## src/include/frs_params.svh

```systemverilog
`ifndef FRS_PARAMS_SVH
`define FRS_PARAMS_SVH
// Register byte addresses
`define FRS_A_CTRL 8'h00
`define FRS_A_OPT 8'h04
`define FRS_A_FSIM 8'h08
`define FRS_A_TRYA 8'h0C
`define FRS_A_TRYB 8'h10
`define FRS_A_DLYA 8'h14
`define FRS_A_DLYB 8'h18
`define FRS_A_DLYC 8'h1C
`define FRS_A_STAT 8'h20
// Writable bits; reserved bits never stored
`define FRS_OPT_MASK 16'hF00A
`define FRS_FSIM_MASK 10'h019F
// Option bit positions
`define FRS_OPT_EDGE 1
`define FRS_OPT_ONE 3
`define FRS_OPT_NOCUR 12
`define FRS_OPT_NOVOLT 13
`define FRS_OPT_NOFREQ 14
`define FRS_OPT_NOPHC 15
// Control word bit positions
`define FRS_CTRL_CLR 16
// Fault pin positions; positions below 10 shared with the simulation mask
`define FRS_F_OC 0
`define FRS_F_OV 1
`define FRS_F_UV 2
`define FRS_F_PHASE 3
`define FRS_F_EARTH 4
`define FRS_F_OTW 7
`define FRS_F_OTF 8
`define FRS_F_SAT 10
`define FRS_F_IGBT 11
`define FRS_F_REF 12
`define FRS_F_MT 13
`define FRS_F_EXT 14
`define FRS_F_UL 15
// Fastest synchronization speed setting
`define FRS_SPEED_MAX 4'hA
// Time base: delay and window units
`define FRS_CLK_NS 10
`define FRS_TICK_NS 1000000
`define FRS_TICK_CYC (`FRS_TICK_NS / `FRS_CLK_NS)
`endif

```

## src/include/frs_pkg.sv

```systemverilog
`default_nettype none
package frs_pkg;
	typedef enum logic [1:0] {
		FRS_MODE_SINGLE = 2'h0,
		FRS_MODE_MULTI  = 2'h1,
		FRS_MODE_SEQ    = 2'h2
	} frs_mode_t;
	typedef enum logic [2:0] {
		FRS_ST_DRIVE, FRS_ST_TO_GRID, FRS_ST_ON_GRID, FRS_ST_BACK_QUAL, FRS_ST_TO_DRIVE
	} frs_st_t;
	typedef enum logic [2:0] {
		FRS_CLS_OV, FRS_CLS_OC, FRS_CLS_REF, FRS_CLS_MT, FRS_CLS_EXT, FRS_CLS_UL, FRS_CLS_OTHER
	} frs_cls_t;
	typedef struct packed {
		logic [32:0]      s1;
		logic [32:0]      s2;
		logic [31:0]      rdata;
		logic [1:0]       mode;
		logic             bk_sync;
		logic             gen_dis;
		logic [3:0]       speed;
		logic [3:0]       nmot;
		logic [3:0]       ctl_mot;
		logic [15:0]      opt;
		logic [9:0]       fsim;
		logic [5:0][7:0]  tries;
		logic [15:0]      trial;
		logic [15:0]      d_coast;
		logic [15:0]      d_open;
		logic [15:0]      d_close;
		logic [15:0]      d_start;
		logic [15:0]      d_synok;
		logic [15:0]      d_ramp;
		logic [31:0]      div;
		logic             tick;
		logic             faulted;
		logic             perm;
		logic             auto_rst;
		frs_cls_t         fcls;
		logic [5:0][7:0]  cnt;
		logic             win;
		logic [15:0]      w;
		frs_st_t          st;
		logic [15:0]      t;
		logic             modu;
		logic             fc;
		logic             ramp;
		logic             rrun;
		logic [15:0]      rt;
		logic [15:0]      net;
		logic [3:0]       idx;
		logic             armed;
		logic             sync_p;
		logic             rel_p;
	} frs_state_t;
endpackage : frs_pkg
`default_nettype wire

```

## src/verilog/frs_sequencer.sv

```systemverilog
// Summary of operation
// [RULE_01] Overvoltage tries limit resets; zero disables
// [RULE_02] Overcurrent, saturation, switch temperature share tries
// [RULE_03] Reference fault resets after loop recovers
// [RULE_04] Motor temperature resets after model normal
// [RULE_05] External fault tries; zero disables
// [RULE_06] Underload tries; zero disables
// [RULE_07] Simulated fault acts like real one
// [RULE_08] Simulation mask bit to fault mapping
// [RULE_09] Single mode: grid command low opens grid
// [RULE_10] Multi mode: motor select, release input
// [RULE_11] Sequential mode transfers all motors in turn
// [RULE_12] Select inputs override stored controlled motor
// [RULE_13] Three delays after transfer decision
// [RULE_14] Flying start delay, contactor at half
// [RULE_15] Return synchronization enable picks return style
// [RULE_16] Return ready must hold programmed time
// [RULE_17] Voltage ramp delayed after contactor close
// [RULE_18] Speed selector ranges zero to ten
// [RULE_19] Generator side setting gates phase sync
// [RULE_20] Option edge needs sync rising edge
// [RULE_21] Option single release drops one motor
// [RULE_22] Option bits drop interlock checks
// [RULE_23] Window from first reset; excess faults permanent
// [RULE_24] Reserved mask and option bits ignored
`include "frs_params.svh"
`default_nettype none
module frs_sequencer
	import frs_pkg::*;
#(
	parameter int TICK_CYC = `FRS_TICK_CYC
) (
	input  wire logic        i_ref_clk,
	input  wire logic        i_reset_n,
	input  wire logic [7:0]  i_addr,
	input  wire logic [31:0] i_wdata,
	input  wire logic        i_wr,
	input  wire logic        i_rd,
	input  wire logic [15:0] i_fault_pins,
	input  wire logic        i_loop_ok,
	input  wire logic        i_mtemp_ok,
	input  wire logic        i_sync_cmd,
	input  wire logic        i_grid_cmd,
	input  wire logic        i_grid_release,
	input  wire logic        i_motor_sel_valid,
	input  wire logic [3:0]  i_motor_sel,
	input  wire logic        i_phase_ok,
	input  wire logic        i_freq_rise,
	input  wire logic        i_back_ok,
	input  wire logic        i_cur_ok,
	input  wire logic        i_volt_ok,
	input  wire logic        i_freq_ok,
	input  wire logic        i_phcur_ok,
	output logic      [31:0] o_rdata,
	output logic             o_fault,
	output logic             o_permanent_fault,
	output logic      [2:0]  o_fault_class,
	output logic             o_warning,
	output logic             o_auto_reset,
	output logic             o_modulation_on,
	output logic             o_drive_contactor,
	output logic      [15:0] o_grid_contactor,
	output logic      [3:0]  o_motor_index,
	output logic             o_volt_ramp,
	output logic             o_phase_sync_en,
	output logic      [3:0]  o_sync_speed
);
	function automatic logic [15:0] inc16(input logic [15:0] v);
		inc16 = (v == 16'hFFFF) ? v : 16'(v + 16'h0001);
	endfunction : inc16

	frs_state_t q;
	frs_state_t d;
	logic [32:0] pins_in;
	logic [15:0] eff;
	logic [6:0]  cls;
	logic        flt_any;
	frs_cls_t    k;
	logic        loop_ok, mt_ok, sync_c, grid_c, rel_c, selv, phase_ok;
	logic        frise, back_ok, ilk, phase_en, go, rel_ev, cause_gone;
	logic [3:0]  sel, nxt_idx;
	logic        clr_wr;

	assign pins_in = {i_phcur_ok, i_freq_ok, i_volt_ok, i_cur_ok, i_back_ok, i_freq_rise,
		i_phase_ok, i_motor_sel, i_motor_sel_valid, i_grid_release, i_grid_cmd,
		i_sync_cmd, i_mtemp_ok, i_loop_ok, i_fault_pins};
	assign loop_ok  = q.s2[16];
	assign mt_ok    = q.s2[17];
	assign sync_c   = q.s2[18];
	assign grid_c   = q.s2[19];
	assign rel_c    = q.s2[20];
	assign selv     = q.s2[21];
	assign sel      = q.s2[25:22];
	assign phase_ok = q.s2[26];
	assign frise    = q.s2[27];
	assign back_ok  = q.s2[28];
	// Simulated faults join the pins after the synchronizer, so every later path treats them alike
	assign eff = q.s2[15:0] | {6'h00, q.fsim}; // RULE_07 RULE_08
	assign cls = {eff[`FRS_F_UV] | eff[`FRS_F_PHASE] | eff[`FRS_F_EARTH] | eff[`FRS_F_OTF],
		eff[`FRS_F_UL], eff[`FRS_F_EXT], eff[`FRS_F_MT], eff[`FRS_F_REF],
		eff[`FRS_F_OC] | eff[`FRS_F_SAT] | eff[`FRS_F_IGBT], // RULE_02
		eff[`FRS_F_OV]};
	assign flt_any = |cls;
	assign ilk = (q.s2[29] | q.opt[`FRS_OPT_NOCUR]) & (q.s2[30] | q.opt[`FRS_OPT_NOVOLT])
		& (q.s2[31] | q.opt[`FRS_OPT_NOFREQ]) & (q.s2[32] | q.opt[`FRS_OPT_NOPHC]); // RULE_22
	assign phase_en = !q.gen_dis | frise; // RULE_19
	assign go = sync_c & grid_c & phase_ok & phase_en & ilk & !q.faulted
		& (!q.opt[`FRS_OPT_EDGE] | q.armed); // RULE_20
	assign rel_ev = (q.mode == FRS_MODE_SINGLE) ? !grid_c : (rel_c & !q.rel_p); // RULE_09 RULE_10
	assign nxt_idx = 4'(q.idx + 4'h1);
	assign cause_gone = !cls[q.fcls] && ((q.fcls == FRS_CLS_REF) ? loop_ok : // RULE_03
		(q.fcls == FRS_CLS_MT) ? mt_ok : 1'b1); // RULE_04
	assign clr_wr = i_wr && i_addr == `FRS_A_CTRL && i_wdata[`FRS_CTRL_CLR];

	always_comb begin
		d = q;
		k = FRS_CLS_OTHER;
		d.s1 = pins_in;
		d.s2 = q.s1;
		d.auto_rst = 1'b0;
		d.tick = 1'b0;
		d.sync_p = sync_c;
		d.rel_p = rel_c;
		if (q.div >= 32'(TICK_CYC - 1)) begin
			d.div = 32'h0000_0000;
			d.tick = 1'b1;
		end else begin
			d.div = 32'(q.div + 32'h0000_0001);
		end
		d.rdata = 32'h0000_0000;
		if (i_rd) begin
			unique case (i_addr)
				`FRS_A_CTRL: d.rdata = {16'h0000, q.ctl_mot, q.nmot, q.speed, q.gen_dis,
					q.bk_sync, q.mode};
				`FRS_A_OPT:  d.rdata = {16'h0000, q.opt};
				`FRS_A_FSIM: d.rdata = {22'h00_0000, q.fsim};
				`FRS_A_TRYA: d.rdata = q.tries[3:0];
				`FRS_A_TRYB: d.rdata = {q.trial, q.tries[5:4]};
				`FRS_A_DLYA: d.rdata = {q.d_open, q.d_coast};
				`FRS_A_DLYB: d.rdata = {q.d_start, q.d_close};
				`FRS_A_DLYC: d.rdata = {q.d_ramp, q.d_synok};
				`FRS_A_STAT: d.rdata = {q.net, 3'h0, q.idx, q.fc, q.fcls, q.perm, q.faulted,
					q.st};
				default:     d.rdata = 32'h0000_0000;
			endcase
		end
		if (i_wr) begin
			unique case (i_addr)
				`FRS_A_CTRL: begin
					d.mode = (i_wdata[1:0] == 2'h3) ? q.mode : i_wdata[1:0];
					d.bk_sync = i_wdata[2]; // RULE_15
					d.gen_dis = i_wdata[3];
					// Above ten saturates so the speed scale stays monotonic
					d.speed = (i_wdata[7:4] > `FRS_SPEED_MAX) ? `FRS_SPEED_MAX : i_wdata[7:4]; // RULE_18
					d.nmot = i_wdata[11:8];
					d.ctl_mot = i_wdata[15:12];
				end
				`FRS_A_OPT:  d.opt = i_wdata[15:0] & `FRS_OPT_MASK; // RULE_24
				`FRS_A_FSIM: d.fsim = i_wdata[9:0] & `FRS_FSIM_MASK; // RULE_24
				`FRS_A_TRYA: d.tries[3:0] = i_wdata;
				`FRS_A_TRYB: begin
					d.tries[5:4] = i_wdata[15:0];
					d.trial = i_wdata[31:16];
				end
				`FRS_A_DLYA: begin
					d.d_coast = i_wdata[15:0];
					d.d_open = i_wdata[31:16];
				end
				`FRS_A_DLYB: begin
					d.d_close = i_wdata[15:0];
					d.d_start = i_wdata[31:16];
				end
				`FRS_A_DLYC: begin
					d.d_synok = i_wdata[15:0];
					d.d_ramp = i_wdata[31:16];
				end
				default: ;
			endcase
		end
		// Trial window; expiry forgets the fault history
		if (q.win) begin
			if (q.w >= q.trial) begin
				d.win = 1'b0;
				d.cnt = '0;
			end else if (q.tick) begin
				d.w = inc16(q.w);
			end
		end
		for (int i = 6; i >= 0; i--) begin
			if (cls[i]) begin
				k = frs_cls_t'(i[2:0]);
			end
		end
		if (!q.faulted && flt_any) begin
			d.faulted = 1'b1;
			d.fcls = k;
			if (k == FRS_CLS_OTHER) begin
				d.perm = 1'b1;
			end else begin
				d.cnt[k] = (q.cnt[k] == 8'hFF) ? q.cnt[k] : 8'(q.cnt[k] + 8'h01);
				if (q.cnt[k] >= q.tries[k]) begin
					d.perm = 1'b1; // RULE_01 RULE_05 RULE_06 RULE_23
				end
			end
		end else if (q.faulted && !q.perm && cause_gone) begin
			d.faulted = 1'b0;
			d.auto_rst = 1'b1;
			if (!q.win) begin
				d.win = 1'b1; // RULE_23
				d.w = 16'h0000;
			end
		end
		// A pending fault level re-latches on the next cycle, so no event is lost
		if (clr_wr) begin
			d.faulted = 1'b0;
			d.perm = 1'b0;
			d.cnt = '0;
			d.win = 1'b0;
		end
		if (sync_c && !q.sync_p) begin
			d.armed = 1'b1;
		end
		unique case (q.st)
			FRS_ST_DRIVE: begin
				d.fc = 1'b1;
				d.modu = !q.faulted;
				if (q.mode == FRS_MODE_MULTI) begin
					d.idx = selv ? sel : q.ctl_mot; // RULE_12
				end else if (q.mode == FRS_MODE_SINGLE) begin
					d.idx = 4'h0;
				end
				if (go) begin
					d.st = FRS_ST_TO_GRID;
					d.t = 16'h0000;
				end
			end
			FRS_ST_TO_GRID: begin
				if (q.tick) begin
					d.t = inc16(q.t);
				end
				if (q.t >= q.d_coast) begin
					d.modu = 1'b0; // RULE_13
				end
				if (q.t >= q.d_open) begin
					d.fc = 1'b0; // RULE_13
				end
				if (q.t >= q.d_close) begin
					d.net[q.idx] = 1'b1; // RULE_13
				end
				if (q.t >= q.d_coast && q.t >= q.d_open && q.t >= q.d_close) begin
					d.st = FRS_ST_ON_GRID;
					d.armed = 1'b0;
				end
			end
			FRS_ST_ON_GRID: begin
				if (q.mode == FRS_MODE_SEQ && sync_c && grid_c && {1'b0, q.idx} + 5'h01
						< {1'b0, q.nmot}) begin
					d.idx = nxt_idx; // RULE_11
					d.st = FRS_ST_TO_DRIVE;
					d.t = 16'h0000;
				end else if (rel_ev) begin
					if (q.opt[`FRS_OPT_ONE]) begin
						d.net[q.idx] = 1'b0; // RULE_21
					end else begin
						d.net = 16'h0000;
						d.idx = (q.mode == FRS_MODE_SEQ) ? 4'h0 : q.idx;
					end
					d.st = q.bk_sync ? FRS_ST_BACK_QUAL : FRS_ST_TO_DRIVE; // RULE_15
					d.t = 16'h0000;
				end
			end
			FRS_ST_BACK_QUAL: begin
				if (!back_ok) begin
					d.t = 16'h0000; // RULE_16
				end else if (q.t >= q.d_synok) begin
					d.fc = 1'b1; // RULE_16
					d.modu = 1'b1;
					d.st = FRS_ST_DRIVE;
				end else if (q.tick) begin
					d.t = inc16(q.t);
				end
			end
			FRS_ST_TO_DRIVE: begin
				if (q.tick) begin
					d.t = inc16(q.t);
				end
				if (q.t >= {1'b0, q.d_start[15:1]}) begin
					d.fc = 1'b1; // RULE_14
				end
				if (q.t >= q.d_start) begin
					d.modu = 1'b1; // RULE_14
					d.st = FRS_ST_DRIVE;
				end
			end
		endcase
		// Ramp timer restarts on each close command
		if (d.fc && !q.fc) begin
			d.rrun = 1'b1;
			d.rt = 16'h0000;
			d.ramp = 1'b0;
		end else if (!q.fc) begin
			d.rrun = 1'b0;
			d.ramp = 1'b0;
		end else if (q.rrun) begin
			if (q.rt >= q.d_ramp) begin
				d.ramp = 1'b1; // RULE_17
				d.rrun = 1'b0;
			end else if (q.tick) begin
				d.rt = inc16(q.rt);
			end
		end
	end

	always_ff @(posedge i_ref_clk) begin
		if (!i_reset_n) begin
			q <= '0;
		end else begin
			q <= d;
		end
	end

	assign o_rdata = q.rdata;
	assign o_fault = q.faulted;
	assign o_permanent_fault = q.perm;
	assign o_fault_class = q.fcls;
	assign o_warning = eff[`FRS_F_OTW];
	assign o_auto_reset = q.auto_rst;
	assign o_modulation_on = q.modu;
	assign o_drive_contactor = q.fc;
	assign o_grid_contactor = q.net;
	assign o_motor_index = q.idx;
	assign o_volt_ramp = q.ramp;
	assign o_phase_sync_en = phase_en;
	assign o_sync_speed = q.speed;
endmodule : frs_sequencer
`default_nettype wire

```

## config.mk

```make
export PLATFORM = sky130hd
export DESIGN_NAME = frs_sequencer
export DESIGN_NICKNAME = d
export VERILOG_FILES = /design/src/include/frs_pkg.sv /design/src/verilog/frs_sequencer.sv
export VERILOG_INCLUDE_DIRS = /design/src /design/src/include
export SDC_FILE = /design/constraint.sdc
export NUM_CORES = 1
export LEC_CHECK = 0
export BUFFER_PORTS_ARGS = -buffer_cell sky130_fd_sc_hd__buf_2
export CAP_MARGIN = 0
export CELL_PAD_IN_SITES_DETAIL_PLACEMENT = 1
export CELL_PAD_IN_SITES_GLOBAL_PLACEMENT = 2
export CORE_AREA = 2 2 236 238
export DETAILED_ROUTE_END_ITERATION = 10
export DIE_AREA = 0 0 238 240
export PLACE_DENSITY = 0.83
export SLEW_MARGIN = 20
export SYNTH_ARGS = -nofsm -noshare
export SYNTH_HDL_FRONTEND = slang
export SYNTH_SLANG_ARGS = --single-unit
```

## constraint.sdc

```tcl
create_clock -name i_ref_clk -period 8.2 [get_ports i_ref_clk]
set_clock_uncertainty 0.2 [all_clocks]
set_input_delay 0.82 -clock i_ref_clk [delete_from_list [all_inputs] [get_ports i_ref_clk]]
set_output_delay 0.82 -clock i_ref_clk [all_outputs]
set_load 0.03 [all_outputs]
```

== After elaboration in Yosys (flattened, before gate mapping) ==
Cells that the tools add are included.
Operators by class
  add/subtract/negate cells: 7
  multiply operators: 0
  div/mod/pow operators: 0
  $lt $le $gt $ge: 17
  eq/ne operators: 36
  shift-type cells: 0
  muxes and demuxes: 82
  bitwise logic cells: 30
  reduce and logical (&&, ||, !) cells: 56
Operators by type and width (count)
  case mux 32 bit (9 select lines): 1
  two-way mux 16 bit: 14
  greater-or-equal comparator 16 bit: 7
  two-way mux 48 bit: 2
  case mux 19 bit (5 select lines): 1
  two-way mux 17 bit: 5
  two-way mux 65 bit: 1
  two-way mux 19 bit: 3
  two-way mux 49 bit: 1
  adder 16 x 1 -> 16 bit, second input constant: 3
  binary-select mux 8 bit (select 3 bit): 2
  bitwise mux 48 bit: 1
  == test 16 bit, second input constant: 3
  adder 32 x 1 -> 32 bit, second input constant: 1
  == test 8 x 5 -> 1 bit, second input constant: 4
  greater-or-equal comparator 32 x 17 -> 1 bit, second input constant: 1
  two-way mux 8 bit: 4
  case mux 16 bit (2 select lines): 1
  two-way mux 3 bit: 10
  two-way mux 4 bit: 7
  demux 8 bit (select 3 bit): 1
  AND reduction 2 bit: 11
  two-way mux 1 bit: 20
  two-way mux 20 bit: 1
  48 further kinds: 123
Word-level totals
  flip-flop bits (word level): 453
  bits in latches: 0
  bits in writable memories: 0
  memory bits (read-only): 0
  output and inout port bits: 67
  memories: 0

== Logic depth before layout (Yosys ltp) ==
Gate-level depths: netlist of the first run.
  word-level depth: 14
  depth in mapped cells: 18
  mapped depth without buffers: 16

== Worst setup path after synthesis of the first run ==
Ideal clock, no wire load.
  path kind: register to register
  start: register q (netlist bit o_motor_index[0])
  end: register q (netlist bit o_motor_index[2])
  setup time: 128 ps
  data arrival time: 3176 ps
  data required time: 7872 ps
  setup slack: 4697 ps
  cell stages (with the launch flop): 13
  period minus slack after synthesis: 3503 ps
  path through: dfxtp_1 ha_1 clkbuf_1 xor2_1 ha_1 o21ai_0 a21oi_1 nor4_1 nor2_1 nor4_1 o21ai_0 a22oi_1 nor2_1
On the way
  cells in the longest elaborated chain, start to end: 5
  elaborated cells between the ends (all ways): 10
  those cells by class: add/sub (2); order compare (1); eq/ne (3); mux (2); reduce/logical (2)
RTL lines
  from (decl): line frs_sequencer.sv:72  | frs_state_t q;
  from (signal assigned): line frs_sequencer.sv:316  | q <= '0;
  from (signal assigned): line frs_sequencer.sv:318  | q <= d;
  adder 4 x 1 -> 5 bit: line frs_sequencer.sv:256  | if (q.mode == FRS_MODE_SEQ && sync_c && grid_c && {1'b0, q.idx} + 5'h01
  less-than comparator 5 x 4 -> 1 bit: line frs_sequencer.sv:257  | < {1'b0, q.nmot}) begin
  logical AND 1 bit: line frs_sequencer.sv:256
  inequality test 3 bit (no source line) or two-way mux 4 bit (tied branches)
  AND reduction 5 bit (no source line) or case mux 4 bit (2 select lines) (tied branches)
Several ways; a longest one is shown, not always the timed one.
A chain may end at the register's enable or synchronous reset.

== Worst setup path after layout of the first run ==
  start: register q (netlist bit o_motor_index[0])
  end: register q[48] in the netlist's numbering
On the way
  cells in the longest elaborated chain, start to end: 5
  elaborated cells between the ends (all ways): 7
  those cells by class: add/sub (1); order compare (1); eq/ne (1); mux (2); reduce/logical (2)
RTL lines (line)
  adder 4 x 1 -> 5 bit *: frs_sequencer.sv:256
  less-than comparator 5 x 4 -> 1 bit *: frs_sequencer.sv:257
  logical AND 1 bit *: frs_sequencer.sv:256
  two-way mux 19 bit or inequality test 3 bit (tied branches)
  case mux 19 bit (5 select lines) or AND reduction 3 bit (tied branches)
Every way passes the cells marked *; elsewhere a longest branch is shown, timed or not.

==> metrics.cfg, run 1 <==
[power_and_ir_drop]
pwr-share-clk_pct = 44.8
ir_drop_uv = 141.9
pwr-share-seq_pct = 43.9
power_frac_comb_pct = 11.4
sw_frac_of_total_pct = 27.60
p_sw_w = 0.001445
intPower_w = 0.003790
total_power_w = 0.005235
leakage_nw = 9.060
p_per_area_mw_per_mm2 = 216.6

[setup_path]
r2r_cells = 12
required_ps = 8490
crit_arrival_ps = 4580
reg2reg_to = q[48]
start_kind = flip-flop
rrSetupSlack_ps = 3910
worstSetupEndpoint = q[48]
crit_path_end_kind = flip-flop
crit_start = o_motor_index[0]
crit_path_max_fanout = 11
crit_type = reg -> reg
r2r-start = o_motor_index[0]

[outcome]
status = complete, no violations

[route]
first_iter_violations = 1831
wl_um = 82000
via_per_inst = 5.848
num_vias = 19767
first_pass_iters = 8
routedWlPerCell_um = 24.26
ant_nets = 0
drc = 0

[timing]
rsz0062_at_grt = no
finalCritPeriodShare_pct = 52.32
final.setup.tns_ps = 0
hold_violations = 0
worst_slew_pin_slew_ps = 1088
maxSlewHeadroom_pct = 27.39
max_freq_ghz = 0.2331
hold_ws_ps = 212.9
setup_viol = 0
drv_slew = 0
layout_min_cycle_time_ps = 4290

[logic_synthesis]
synth_top_area_cell = dfxtp_1
synthTopCellsByArea = dfxtp_1 (41%), ha_1 (8.5%), nand2_1 (8.0%)
synth.distinct_cells = 75
syn_area_per_cell_sq_um = 8.268
async_flop_share_pct = 0
syn_area_sq_mm = 0.02156
synth_seq_cells = 447
synth_edf_count = 0
synth-main-ff-cell = dfxtp_1
synth_top_area_share_pct = 41.50
yosysSeqAreaShare_pct = 41.50
yosys_warnings = 0
syn-instance-count = 2608

[finish]
drive_gt1_share_pct = 10.92
syn_to_final_growth_pct = 12.10
final_core_util_pct = 44.22
nNetsFinal = 2859
stdcell_count = 3380

[job]
maxCapViolCount = 0

[placement]
hpwl_um = 59350
place_inst = 3287
gp_congestion = 0.8900
io_buffers = 140

[cts]
h-tree-depth = 2
cts_inserted_buffers = 49
clock_sinks = 447
hold_buffers = 0
clockBufferDepth = 3
cts_tree = built
cts_root_buf = clkbuf_16
clock_latency_ps = 610
cts_resized = 0
post_cts_buffers = 0
path_clk_slew_ps = 60

[floorplan]
io_pins = 144
die_height_um = 240
fp.dieW_um = 238
core_area_sq_mm = 0.05466
start_util_pct = 39.45
rows = 86
die_area_sq_mm = 0.05712

[global_route]
first_global_vias = 19962
overflow = 0
grt_max_degree = 106
grt.total_usage_pct = 28.20
grt_pass1_wl_um = 122400
antenna_found_initial = 3

[worst_hold_path]
worstHoldStart = i_fault_pins[8]
holdCritPathClass = in -> reg

[metal layers]
| layer | global-route usage [%] | part of all wire (%) | vias up | wire, um |
|---|---|---|---|---|
| met2 | 48.46 | 48 | 710 | 39050 |
| li1 | - | - | 9135 | - |
| met4 | 11.04 | 3.8 | 4 | 3089 |
| met5 | 0 | 0.032 | - | 26 |
| met3 | 4.122 | 6.4 | 166 | 5223 |
| met1 | 35.67 | 42 | 9752 | 34610 |
[critical path, stage by stage, from the launching register on]
cell	delay (ps)
dfxtp_1	550
ha_1	470
xor2_1	200
ha_1	240
o21ai_0	150
a21oi_1	80
or4_1	500
a21oi_1	530
o211ai_1	370
buf_4	280
nor4_1	360
xnor2_1	170
nor2_1	50
[synthesized netlist by cell type, types with 22 or more instances]
library cell / instances
mux2i_1: 27
a221oi_1: 22
clkbuf_1: 134
nand2_1: 460
a22oi_1: 23
and3_1: 22
buf_4: 60
nor2_1: 155
nor3_1: 51
xnor2_1: 34
nand3_1: 70
dfxtp_1: 447
a21oi_1: 284
a222oi_1: 49
ha_1: 147
and2_1: 72
a31oi_1: 32
a22o_1: 48
inv_1: 146
a21o_1: 26
o21ai_0: 65
[cell families after synthesis]
logic type / synth area share (%)
simple gates: 19.90
compound gates: 19.55
flops: 41.50
buf+inv: 7.183
fa+ha+maj: 8.530
xor+xnor: 1.787
mux: 1.532
other cells: 0.01739
[power by group through the flow]
stage               sequential (W)  combinational, W  clock, W
floorplan                  0.00231          0.000377         0
global placement           0.00234          0.000569         0
detailed placement         0.00234          0.000583         0
CTS                        0.00230          0.000587   0.00238
global route               0.00230          0.000647   0.00247
finish                     0.00230          0.000595   0.00234
[through the flow]
| stage | instance area, sq um | setup slack, ps |
|---|---|---|
| floorplan | 21620 | 4697 |
| global placement | 22460 | 3493 |
| detailed placement | 22460 | 3420 |
| CTS | 24160 | 3732 |
| global route | 24170 | 3676 |
| finish | 24170 | 3910 |
[area by class of cell]
class                   count  area (sq um)
diodes                      2         5.005
fillers                  6502         30490
inverters                 148         560.5
multi-input cells        1823         11180
clock buffers              66          1390
flip-flops and latches    447          8949
clock inverters            24         307.8
repair buffers            166         895.9
well taps                 704         880.8
[state kept, by name, summed over array words and instances (netlist names), 3 cells and up]
name,cells
o_sync_speed,4
o_rdata,32
o_motor_index,4
o_fault_class,3
q,344
o_grid_contactor,16
d,32
[cell usage in the layout, fill, tap and decap left out, types with 11 or more instances in the layout]
master and instances:
buf_2 140, nor3_1 49, o21ai_0 65, conb_1 15
a22o_1 48, nor2b_1 11, a21oi_1 284, nand2b_1 12
ha_1 147, clkinv_2 11, dfxtp_1 447, inv_1 146
buf_4 26, xnor2_1 34, and2_1 70, nor2_1 151
a31oi_1 32, nand2_1 457, a222oi_1 49, mux2i_1 27
a211oi_1 16, nor4_1 14, or3_1 15, nand4_1 16
a21o_1 26, or4_1 12, and3_1 21, nand3_1 70
clkbuf_16 49, a221oi_1 22, a22oi_1 23
[how the worst min path moves through the flow]
stage | depth (start not counted) | end | slack (ps)
6_report | 2 | d[408] | 210
4_1_cts | 2 | d[408] | 190
5_1_grt | 2 | d[408] | 210
3_3_place_gp | 1 | q[403] | 220
3_5_place_dp | 1 | q[403] | 220
2_1_floorplan | 1 | back_ok | 210
No activity file was read; power rests on OpenSTA's default activity.
==> run 2: changes to the inputs <==
--- a/config.mk
+++ b/config.mk
@@ -6,14 +6,15 @@
 export SDC_FILE = /design/constraint.sdc
 export NUM_CORES = 1
 export LEC_CHECK = 0
+export ABC_AREA = 1
 export BUFFER_PORTS_ARGS = -buffer_cell sky130_fd_sc_hd__buf_2
 export CAP_MARGIN = 0
 export CELL_PAD_IN_SITES_DETAIL_PLACEMENT = 1
 export CELL_PAD_IN_SITES_GLOBAL_PLACEMENT = 2
-export CORE_AREA = 2 2 236 238
+export CORE_AREA = 2 2 270 272
 export DETAILED_ROUTE_END_ITERATION = 10
-export DIE_AREA = 0 0 238 240
-export PLACE_DENSITY = 0.83
+export DIE_AREA = 0 0 272 274
+export PLACE_DENSITY = 0.74
 export SLEW_MARGIN = 20
 export SYNTH_ARGS = -nofsm -noshare
 export SYNTH_HDL_FRONTEND = slang
==> constraint.sdc (replaced) <==
create_clock -name i_ref_clk -period 3.93 [get_ports i_ref_clk]
set_clock_uncertainty 0.2 [all_clocks]
set_input_delay 0.393 -clock i_ref_clk [delete_from_list [all_inputs] [get_ports i_ref_clk]]
set_output_delay 0.393 -clock i_ref_clk [all_outputs]
set_load 0.03 [all_outputs]
==> metrics.cfg, run 2 <==
[outcome]
status = complete, no violations

[finish]
stdcell_count = 4311
largest_reg_flops = 344
syn_to_final_growth_pct = 17.95
diodes = 0
final_cell_mix = nand2_1 (490), dfxtp_1 (447), a21oi_1 (430)
final_area_sq_mm = 0.02690
nNetsFinal = 3531
top_register = q
final_common_cell = nand2_1
drive_gt1_share_pct = 10.86

[logic_synthesis]
synth-main-ff-cell = dfxtp_1
synth_top_area_cell = dfxtp_1
synth_most_common_cell = nand2_1
syn_area_per_cell_sq_um = 7.237
yosys-top-cells-count = nand2_1 (493), dfxtp_1 (447), a21oi_1 (430)
synthTopCellsByArea = dfxtp_1 (39%), a21oi_1 (9.4%), nand2_1 (8.1%)
synth.distinct_cells = 54
syn-instance-count = 3151
synth_seq_cells = 447
synth_edf_count = 0
syn_area_sq_mm = 0.02280
yosys_warnings = 0
synth_top_area_share_pct = 39.24
yosysSeqAreaShare_pct = 39.24
async_flop_share_pct = 0

[setup_path]
crit_arrival_ps = 3860
rrSetupSlack_ps = 440
crit_path_max_fanout = 17
worstSetupEndpoint = o_permanent_fault
start_kind = flip-flop
crit_path_end_kind = flip-flop
crit_type = reg -> reg
r2r_cells = 17
reg2reg_to = o_permanent_fault
required_ps = 4300
r2r-start = q[327]
crit_start = q[327]

[timing]
rsz0062_at_grt = no
drv_slew = 0
setup_viol = 0
hold_violations = 0
setup_ws_ps = 441.1
final.setup.tns_ps = 0
worst_slew_pin_slew_ps = 998.2
finalCritPeriodShare_pct = 88.78
max_freq_ghz = 0.2866
layout_min_cycle_time_ps = 3489
maxSlewHeadroom_pct = 33.45

[global_route]
first_global_vias = 22373
grt.total_usage_pct = 23.79
overflow = 0
grt_max_degree = 108
grt_pass1_wl_um = 135700
antenna_found_initial = 2

[floorplan]
start_util_pct = 31.69
die_area_sq_mm = 0.07453
rows = 99
fp.dieW_um = 272
die_height_um = 274
core_area_sq_mm = 0.07197
io_pins = 144

[placement]
pre_cts_ws_ps = 464.6
gp_congestion = 0.8940
hpwl_um = 68420
place_inst = 4143
place_area_sq_mm = 0.02430
io_buffers = 140

[power_and_ir_drop]
ir_drop_uv = 341.4
total_power_w = 0.01265
leakage_nw = 11.31
p_per_area_mw_per_mm2 = 470.3

[route]
wl_met3_um = 3343
first_pass_iters = 6
wl_um = 90060
drc = 0
via_per_inst = 5.128
wl_met2_um = 43920
routedWlPerCell_um = 20.89
num_vias = 22108
wl_met1_um = 39260
highest_layer = met4
ant_nets = 0
first_iter_violations = 1300

[cts]
clockBufferDepth = 3
cts_tree = built
h-tree-depth = 2
clock_sinks = 447
path_clk_slew_ps = 70
cts_root_buf = clkbuf_16
cts_inserted_buffers = 54
clock_latency_ps = 640

[job]
maxCapViolCount = 0

[worst_hold_path]
holdCritPathClass = in -> reg

run 2: cell types whose count changed after synthesis, sizes merged, moves of 49 or more:
cell / previous run / this run
inv: 148 / 423
nor2: 155 / 258
a21oi: 284 / 432
o21ai: 67 / 315
a222oi: 49 / 0
and2: 78 / 0
nand3: 70 / 165
run 2: metal layers:
layer	up-vias	track usage, %
li1	10741	-
met1	10742	29.54
met2	469	42.04
met3	156	2.899
met4	0	8.965
met5	-	0
run 2: cells by family (layout without fill, tap and decap cells):
kind of cell             Yosys count  after routing  synth area share (%)
AND/OR/NAND/NOR                 1046           1046                 19.83
other                              1             15               0.01645
flip-flops                       447            447                 39.24
buffers and inverters            604            791                 11.11
AO/OA/AOI/OAI                    879            879                 20.70
XOR/XNOR                          27             27                 1.037
adder cells (fa/ha/maj)          147            147                 8.066
run 2: where the power goes:
part	internal [W]	switching, W
Combinational	0.000720	0.00161
Sequential	0.00468	0.000186
Clock	0.00325	0.00220
Total	0.00865	0.00400
run 2: timing repair:
action,4_1_cts,5_1_grt
buffers inserted,0,0
gates resized for setup,0,0
hold buffers,67,0
endpoints found under the hold margin,184,0
setup endpoints to repair,0,0
run 2: area by class of cell:
type | instances | area, sq um
clock buffer | 66 | 1456
clock inverter | 35 | 471.7
fill | 8841 | 45070
inverter | 426 | 1599
multi-input combinational | 2114 | 11390
sequential | 447 | 8949
tap | 959 | 1200
timing repair buffer | 264 | 1831
run 2: critical path: stages, from the launching register on:
cell and delay, ps:
dfxtp_1 350, nor2_4 280, nand3_4 180, nor2_4 380, nand2_1 300, inv_1 200, a22o_1 250, a2111oi_0 90
ha_1 290, a21boi_0 200, o21ai_0 120, nand2_1 70, nand2_1 40, nand2_1 50, a21oi_1 50, o21ai_0 160
nand2_1 70, a21oi_1 110
run 2: worst min-delay path by stage:
| stage | startpoint | endpoint | slack [ps] | depth (start not counted) |
|---|---|---|---|---|
| 2_1_floorplan | d[428] | back_ok | 190 | 2 |
| 3_3_place_gp | d[430] | q[430] | 200 | 2 |
| 3_5_place_dp | d[424] | q[424] | 200 | 2 |
| 4_1_cts | i_wdata[30] | q[180] | 5 | 3 |
| 5_1_grt | i_wdata[30] | q[244] | 20 | 3 |
| 6_report | i_wdata[30] | q[244] | 30 | 3 |
run 2: per-stage QoR:
step | hold slack (ps) | utilization (%)
6_report | 34.24 | 37.37
5_1_grt | 15.78 | 37.37
4_1_cts | 5.149 | 37.37
3_5_place_dp | 200.6 | 33.76
3_3_place_gp | 199.2 | 33.76
2_1_floorplan | 190.5 | -
